File: src/flag_shift_pkg.sv
// constants for the flag, shift and bit-skip instruction executor
package flag_shift_pkg;

    // apb register byte addresses
    localparam logic [7:0] ADDR_INSTR    = 8'h00;
    localparam logic [7:0] ADDR_STATE    = 8'h04;
    localparam logic [7:0] ADDR_PC       = 8'h08;
    localparam logic [7:0] ADDR_RAM_ADDR = 8'h0c;
    localparam logic [7:0] ADDR_RAM_DATA = 8'h10;

    // field positions in the state register and in the parameter nibble
    localparam int STATE_ACC_LSB   = 0;
    localparam int STATE_CARRY_BIT = 4;
    localparam int STATE_ZERO_BIT  = 5;
    localparam int STATE_SKIP_BIT  = 6;
    localparam int STATE_PMF_LSB   = 8;
    localparam int PMF_WDT_SEL_BIT = 3;

    // opcode prefixes, matched against the top bits of the 16-bit word
    localparam logic [7:0]  OP_FORCE_CARRY_HIGH  = 8'h50;
    localparam logic [11:0] OP_WRITE_PARAM_FLAGS = 12'h160;
    localparam logic [8:0]  OP_SHIFT_LEFT        = 9'h098;
    localparam logic [8:0]  OP_SHIFT_RIGHT       = 9'h09a;
    localparam logic [8:0]  OP_SKIP_BIT_ZERO     = 9'h110;
    localparam logic [8:0]  OP_SKIP_BIT_ONE      = 9'h111;

    // values after reset
    localparam logic [3:0]  ACC_RST  = 4'h0;
    localparam logic [3:0]  PMF_RST  = 4'h0;
    localparam logic [10:0] PC_RST   = 11'h000;
    localparam logic [6:0]  RADR_RST = 7'h00;

    // program counter steps and timing
    localparam logic [10:0] PC_STEP      = 11'h001;
    localparam logic [10:0] PC_SKIP_STEP = 11'h002;
    localparam int MACHINE_CYCLES   = 1;
    localparam int WDT_SLOW_DIVISOR = 16384;

endpackage : flag_shift_pkg

File: src/flag_shift_skip_instr_exec.sv
// flag, shift and bit-skip instruction executor behind an apb slave
`timescale 1ns/1ps
module flag_shift_skip_instr_exec
    import flag_shift_pkg::*;
(
    input  wire logic        sys_clk,
    input  wire logic        rst,
    input  wire logic        ce,
    input  wire logic        psel,
    input  wire logic        penable,
    input  wire logic        pwrite,
    input  wire logic [7:0]  paddr,
    input  wire logic [31:0] pwdata,
    output logic      [31:0] prdata,
    output logic             pready,
    output logic             pslverr,
    output logic      [10:0] pc,
    output logic      [3:0]  accumulator,
    output logic             carryFlag,
    output logic             zeroFlag,
    output logic      [3:0]  parameterFlagNibble,
    output logic             wdtSlowClkSel,
    output logic             execDone
);

    // 128 x 4 data ram
    logic [3:0] dataRam [0:127];

    logic [6:0]  ramAddr;
    logic        skipTaken;
    logic        rdCaptured;

    logic [10:0] next_pc;
    logic [3:0]  next_accumulator;
    logic        next_carryFlag;
    logic        next_zeroFlag;
    logic [3:0]  next_parameterFlagNibble;
    logic [6:0]  next_ramAddr;
    logic        next_skipTaken;
    logic        next_execDone;
    logic [31:0] next_prdata;
    logic        next_rdCaptured;

    logic        memWe;
    logic [6:0]  memWa;
    logic [3:0]  memWd;

    logic        apbWr;
    logic        rdLoad;
    logic        exec;
    logic [15:0] instr;
    logic [6:0]  operandAddr;
    logic [3:0]  operand;
    logic        isForceCarry;
    logic        isWriteParam;
    logic        isShiftLeft;
    logic        isShiftRight;
    logic        isSkipZero;
    logic        isSkipOne;

    function automatic logic isZero(input logic [3:0] v);
        isZero = (v == 4'h0);
    endfunction : isZero

    function automatic logic isMapped(input logic [7:0] a);
        isMapped = (a == ADDR_INSTR) || (a == ADDR_STATE) || (a == ADDR_PC)
                || (a == ADDR_RAM_ADDR) || (a == ADDR_RAM_DATA);
    endfunction : isMapped

    // zero-wait slave; while ce is low every access stalls
    // a read whose setup fell in a frozen cycle gets one wait state to load prdata
    assign pready     = ce && !(psel && penable && !pwrite && !rdCaptured);
    assign pslverr    = psel && penable && pready && !isMapped(paddr);
    assign apbWr      = psel && penable && pwrite && ce && isMapped(paddr);
    assign rdLoad     = psel && !pwrite && ce && !rdCaptured;

    // an instruction word written to the instruction register runs in one machine cycle
    assign exec        = apbWr && (paddr == ADDR_INSTR);
    assign instr       = pwdata[15:0];
    assign operandAddr = instr[6:0];
    assign operand     = dataRam[operandAddr];

    assign isForceCarry = (instr[15:8] == OP_FORCE_CARRY_HIGH);
    assign isWriteParam = (instr[15:4] == OP_WRITE_PARAM_FLAGS);
    assign isShiftLeft  = (instr[15:7] == OP_SHIFT_LEFT);
    assign isShiftRight = (instr[15:7] == OP_SHIFT_RIGHT);
    assign isSkipZero   = (instr[15:7] == OP_SKIP_BIT_ZERO);
    assign isSkipOne    = (instr[15:7] == OP_SKIP_BIT_ONE);

    assign wdtSlowClkSel = parameterFlagNibble[PMF_WDT_SEL_BIT];

    always_comb begin
        next_pc                  = pc;
        next_accumulator         = accumulator;
        next_carryFlag           = carryFlag;
        next_zeroFlag            = zeroFlag;
        next_parameterFlagNibble = parameterFlagNibble;
        next_ramAddr             = ramAddr;
        next_skipTaken           = skipTaken;
        next_execDone            = 1'b0;
        memWe                    = 1'b0;
        memWa                    = ramAddr;
        memWd                    = pwdata[3:0];
        if (exec) begin
            // unknown opcodes only advance the program counter and clear the skip flag
            next_execDone  = 1'b1;
            next_skipTaken = 1'b0;
            next_pc        = pc + PC_STEP;
            if (isForceCarry) begin
                next_carryFlag = 1'b1;
            end else if (isWriteParam) begin
                // reserved bits are stored and read back but drive nothing
                next_parameterFlagNibble = instr[3:0];
            end else if (isShiftLeft) begin
                memWd            = {operand[2:0], 1'b0};
                next_carryFlag   = operand[3];
                next_accumulator = memWd;
                next_zeroFlag    = isZero(memWd);
                memWe            = 1'b1;
                memWa            = operandAddr;
            end else if (isShiftRight) begin
                memWd            = {1'b0, operand[3:1]};
                next_carryFlag   = operand[0];
                next_accumulator = memWd;
                next_zeroFlag    = isZero(memWd);
                memWe            = 1'b1;
                memWa            = operandAddr;
            end else if ((isSkipZero && operand[0]) || (isSkipOne && operand[1])) begin
                next_skipTaken = 1'b1;
                next_pc        = pc + PC_SKIP_STEP;
            end
        end else if (apbWr) begin
            case (paddr)
                ADDR_STATE: begin
                    next_accumulator = pwdata[STATE_ACC_LSB +: 4];
                    next_carryFlag   = pwdata[STATE_CARRY_BIT];
                    next_zeroFlag    = pwdata[STATE_ZERO_BIT];
                end
                ADDR_PC: begin
                    next_pc = pwdata[10:0];
                end
                ADDR_RAM_ADDR: begin
                    next_ramAddr = pwdata[6:0];
                end
                ADDR_RAM_DATA: begin
                    memWe = 1'b1;
                end
                default: begin
                end
            endcase
        end
    end

    // read data is captured in the setup phase so prdata comes from a flop
    always_comb begin
        next_prdata     = prdata;
        next_rdCaptured = rdLoad || (rdCaptured && psel && !(penable && pready));
        if (rdLoad) begin
            next_prdata = 32'h0000_0000;
            case (paddr)
                ADDR_STATE: begin
                    next_prdata[STATE_ACC_LSB +: 4] = accumulator;
                    next_prdata[STATE_CARRY_BIT]    = carryFlag;
                    next_prdata[STATE_ZERO_BIT]     = zeroFlag;
                    next_prdata[STATE_SKIP_BIT]     = skipTaken;
                    next_prdata[STATE_PMF_LSB +: 4] = parameterFlagNibble;
                end
                ADDR_PC: begin
                    next_prdata[10:0] = pc;
                end
                ADDR_RAM_ADDR: begin
                    next_prdata[6:0] = ramAddr;
                end
                ADDR_RAM_DATA: begin
                    next_prdata[3:0] = dataRam[ramAddr];
                end
                default: begin
                end
            endcase
        end
    end

    always_ff @(posedge sys_clk or posedge rst) begin
        if (rst) begin
            pc                  <= PC_RST;
            accumulator         <= ACC_RST;
            carryFlag           <= 1'b0;
            zeroFlag            <= 1'b0;
            parameterFlagNibble <= PMF_RST;
            ramAddr             <= RADR_RST;
            skipTaken           <= 1'b0;
            execDone            <= 1'b0;
            prdata              <= 32'h0000_0000;
            rdCaptured          <= 1'b0;
        end else if (ce) begin
            pc                  <= next_pc;
            accumulator         <= next_accumulator;
            carryFlag           <= next_carryFlag;
            zeroFlag            <= next_zeroFlag;
            parameterFlagNibble <= next_parameterFlagNibble;
            ramAddr             <= next_ramAddr;
            skipTaken           <= next_skipTaken;
            execDone            <= next_execDone;
            prdata              <= next_prdata;
            rdCaptured          <= next_rdCaptured;
        end
    end

    // ram contents are not reset; software initialises what it uses
    // no ce term here: memWe is only raised while ce is high
    always_ff @(posedge sys_clk) begin
        if (memWe) begin
            dataRam[memWa] <= memWd;
        end
    end
endmodule : flag_shift_skip_instr_exec

File: config.mk
export PLATFORM = sky130hd
export DESIGN_NAME = flag_shift_skip_instr_exec
export DESIGN_NICKNAME = d
export VERILOG_FILES = /design/src/flag_shift_pkg.sv /design/src/flag_shift_skip_instr_exec.sv
export SDC_FILE = /design/constraint.sdc
export NUM_CORES = 1
export LEC_CHECK = 0
export BUFFER_PORTS_ARGS = -buffer_cell sky130_fd_sc_hd__buf_2
export CORE_MARGIN = 1
export CORE_UTILIZATION = 55
export DETAILED_ROUTE_END_ITERATION = 7
export PLACE_DENSITY = 0.72
export SETUP_SLACK_MARGIN = 0.2
export SYNTH_ARGS = -nofsm -noshare
export SYNTH_HDL_FRONTEND = slang
export SYNTH_SLANG_ARGS = --single-unit
File: constraint.sdc
create_clock -name sys_clk -period 8.25 [get_ports sys_clk]
set_input_delay 0.4125 -clock sys_clk [delete_from_list [all_inputs] [get_ports sys_clk]]
set_output_delay 0.4125 -clock sys_clk [all_outputs]
set_load 0.03 [all_outputs]
==> impl_results.md <==
* Critical Path AT at 5370 ps
* TritonCTS Sinks at 555
* Most used cell, CP: mux4_2
* Post-synth ARST share at 7.75%
* Share of the synthesized area in the top cell type at 56.5%
* First-pass DRT Iterations at 5
* DRC viols at 0
* CORE AREA at 48800 sq um
* Endpoint class of the critical path: flop
* Peak VDD IR at 0.000213 V
* DR vias/cell at 6.87
* Hold Path Sink: rdCaptured$_DFFE_PP0P_
* Gr usage total at 28.6%
* Power share of the clock group at 42.6%
* Most frequent cell after synthesis: edfxtp_1
* Initial antenna violation count at 0
* R2R depth at 9
* Run status: finished clean
* N_diodes at 0
* Detailed Route WL at 69.8 mm
* FF-to-FF Start: dataRam[33][0]$_DFFE_PP_
* CP required at 8630 ps
* Root buf cell: clkbuf_16
* Initial core utilization at 55.7%
* Crit path max fanout at 85
* Sequential fraction of the synthesis area at 60.5%
* Tcrit/Tclk final at 60.6%
* Final worst slack at 3250 ps
* Vias at 15700
* Synth area leader: edfxtp_1
* Worst Tran Pin Value at 1300 ps
* Worst slew margin at 13.3%
* P_sw at 1290 uW
* Top delay family on crit path: buffers and inverters
* Unrepaired setup endpoints after global routing: no
* Post-synth EDFFs at 512
* # Max-Cap Violations at 0
* Number of setup buffers added after CTS at 0
* Fin cells at 2288
* Per-cell routed wire length at 30.5 microns
* Hold depth at 2
* R2R Setup Slk at 4020 ps
* CTS max path bufs at 3
* Clk pin slew, worst setup/hold paths at 60 ps
* Pins Over Slew Limit at 0
* Final Critical Period at 5000 ps
* Num CTS Buffers at 55
* Slowest CP cell: o21ai_4
* FP Rows at 81
* Vias in the first global route at 15900
* Worst hold path class: in2reg
* Synth Instances at 1547
* Fmax at 200 MHz
* Reg2reg end: dataRam[127][1]$_DFFE_PP_
* Worst-Skew Late Latency at 620 ps
* Area delta synth->final at 9.82%
* Die W at 224 microns
* Hold wc startpoint: ce
* Die ar. at 50300 sq um
* Flop pwr share at 51.8%
* Switching part of the total power at 21.7%
* Crit Path Category: in2reg
* Synth Cell Area at 27200 sq um
* Largest net degree at the start of global routing at 128
* Final hold violations at 0
* CTS HTree Levels at 2
* Final HPWL DP at 44.5 mm
* Combinational Power Share at 5.6%
* IO Pins at 103
* Synth area leaders: edfxtp_1 (57%), mux4_2 (26%), dfrtp_1 (4.0%)
* Fraction of layout cells with a size suffix above 1 at 32.3%
* Slowest Stage Delay on Critical Path at 990 ps
* #FFs+latches synth at 555
* Final setup viols at 0
* Grt total ovfl at 0
* Die Ht at 224 microns
* Dpl cells at 2188
* Crit path buf inv count at 3
* Port-buffer cells at 66
* Average cell area after synthesis at 17.6 sq um
* Most used DFF post-synth: edfxtp_1
* Global-route wire length before repair at 104 mm
* Net count, final at 1630
* CTS tree: done
* Final Wtd Congestion at 0.858
* Internal at 4650 uW
* Initial drt markers at 2052
* Commonest cells post-synth: edfxtp_1 (512), mux4_2 (308), nor2_1 (150), nand2_1 (79), clkbuf_1 (61)
* PD cells at 199 nW/um^2
* DP Worst Slack at 2760 ps
* Setup TNS Final at 0 ps
* Synthesis Warnings at 0
* Startpoint types: input port
* Synth unique cells at 65
* LEAKAGE at 0.00948 uW
* Remaining antenna violation count at 0
* Worst-path cell chain: buf_6 > buf_4 > mux4_2 > mux4_2 > o22ai_1 > nor4_1 > a21oi_1 > o21ai_4 > buf_12
* Clock skew at 15.4 ps
[power groups by stage]
stage,sequential (uW),combinational (uW),clock [uW]
after floorplan,3150,229,0
after global placement,3140,322,0
after detailed placement,3140,329,0
after CTS,3080,331,2560
after global routing,3080,350,2660
final,3080,332,2530
[timing repair]
action,4_1_cts,5_1_grt
endpoints found under the hold margin,43,0
gates resized for setup,0,0
hold buffers,1,0
[registers in the layout (all words and copies together) (netlist names)]
signal	flops
skipTaken	1
dataRam	512
pc	11
execDone	1
zeroFlag	1
ramAddr	7
parameterFlagNibble	4
rdCaptured	1
prdata	12
accumulator	4
carryFlag	1
[worst register-to-register path, cell delays in order, from the launching register on]
cell and delay, ps:
edfxtp_1 350, mux4_2 270, nand2_1 70, and3_1 200, o41ai_1 1020, o22ai_2 320, mux2i_1 230, nand2_1 110
o21ai_4 340, buf_4 780
[per-stage QoR]
step | cell area [sq um] | power [uW] | hold slack, ps | utilization (%)
floorplan | 27300 | 3380 | 447 | -
CTS | 29900 | 5970 | 46.9 | 61.1
global route | 29900 | 6080 | 63.7 | 61.1
finish | 29900 | 5940 | 66.2 | 61.1
global placement | 28100 | 3460 | 451 | 57.4
detailed placement | 28100 | 3470 | 451 | 57.4
[cell usage in the layout (no fill, tap or decap), types with 5 or more instances in the layout]
cell type  synthesis  final
o22ai_1           11     11
clkbuf_1          61      7
a21oi_1           19     19
bufinv_16          0      7
mux2_2            20     20
buf_4             31     26
a22oi_1           20     20
clkinv_1           0      9
and2_1             5      5
or3_1              5      5
dfrtp_1           43     40
nand3_1           22     22
nor2b_1            8      8
o21ai_0           25     22
o221ai_1           6      6
buf_2             14     64
a31oi_1           12     12
mux4_2           308    308
o31ai_1            7      7
nand3b_1           5      5
nand2_1           79     79
nand2b_1          17     17
clkbuf_16          0     56
clkinv_2           0     15
conb_1             1     20
nor4b_1            5      5
nor2_1           150    150
nor3_1            13     13
nand4_1            7      7
edfxtp_1         512    512
mux2i_1           21     21
and3_1            11     11
inv_1             14     13
[area by class of cell]
| cell class | instances | area [sq um] |
|---|---|---|
| timing repair buffer | 96 | 611 |
| multi-input combinational | 860 | 10100 |
| clock buffer | 63 | 1430 |
| fill | 3528 | 19000 |
| inverter | 14 | 52.6 |
| sequential | 555 | 16500 |
| tap | 664 | 831 |
| clock inverter | 36 | 373 |
[kinds of logic (layout without fill, tap and decap cells)]
group	after synthesis	in the layout	synth area share (%)
AO/OA/AOI/OAI	138	138	3.53
XOR/XNOR	1	1	0.0322
adder cells (fa/ha/maj)	2	2	0.0920
buffers and inverters	151	209	2.74
flip-flops	555	555	60.5
multiplexers	349	349	27.1
other	1	20	0.0138
AND/OR/NAND/NOR	350	350	5.99
[metal layers]
metal | routed length (microns) | part of all wire (%) | track usage [%]
met1 | 25900 | 37 | 39.1
met2 | 34100 | 49 | 45.9
met3 | 6870 | 9.8 | 5.85
met4 | 2930 | 4.2 | 11.1
met5 | 0 | 0 | 0
[worst max-delay path by stage]
stage          startpoint                         to  slack (ps)  cells after the start
5_1_grt         pwdata[1]   dataRam[41][2]$_DFFE_PP_        3040                      9
3_5_place_dp    pwdata[1]  dataRam[120][2]$_DFFE_PP_        2760                      9
6_report        pwdata[1]   dataRam[40][2]$_DFFE_PP_        3250                      9
4_1_cts         pwdata[1]  dataRam[117][2]$_DFFE_PP_        3420                      9
3_3_place_gp    pwdata[1]  dataRam[124][2]$_DFFE_PP_        2960                      9
2_1_floorplan   pwdata[1]    dataRam[0][2]$_DFFE_PP_        1840                     11
Power figures use the tool's default switching activity.
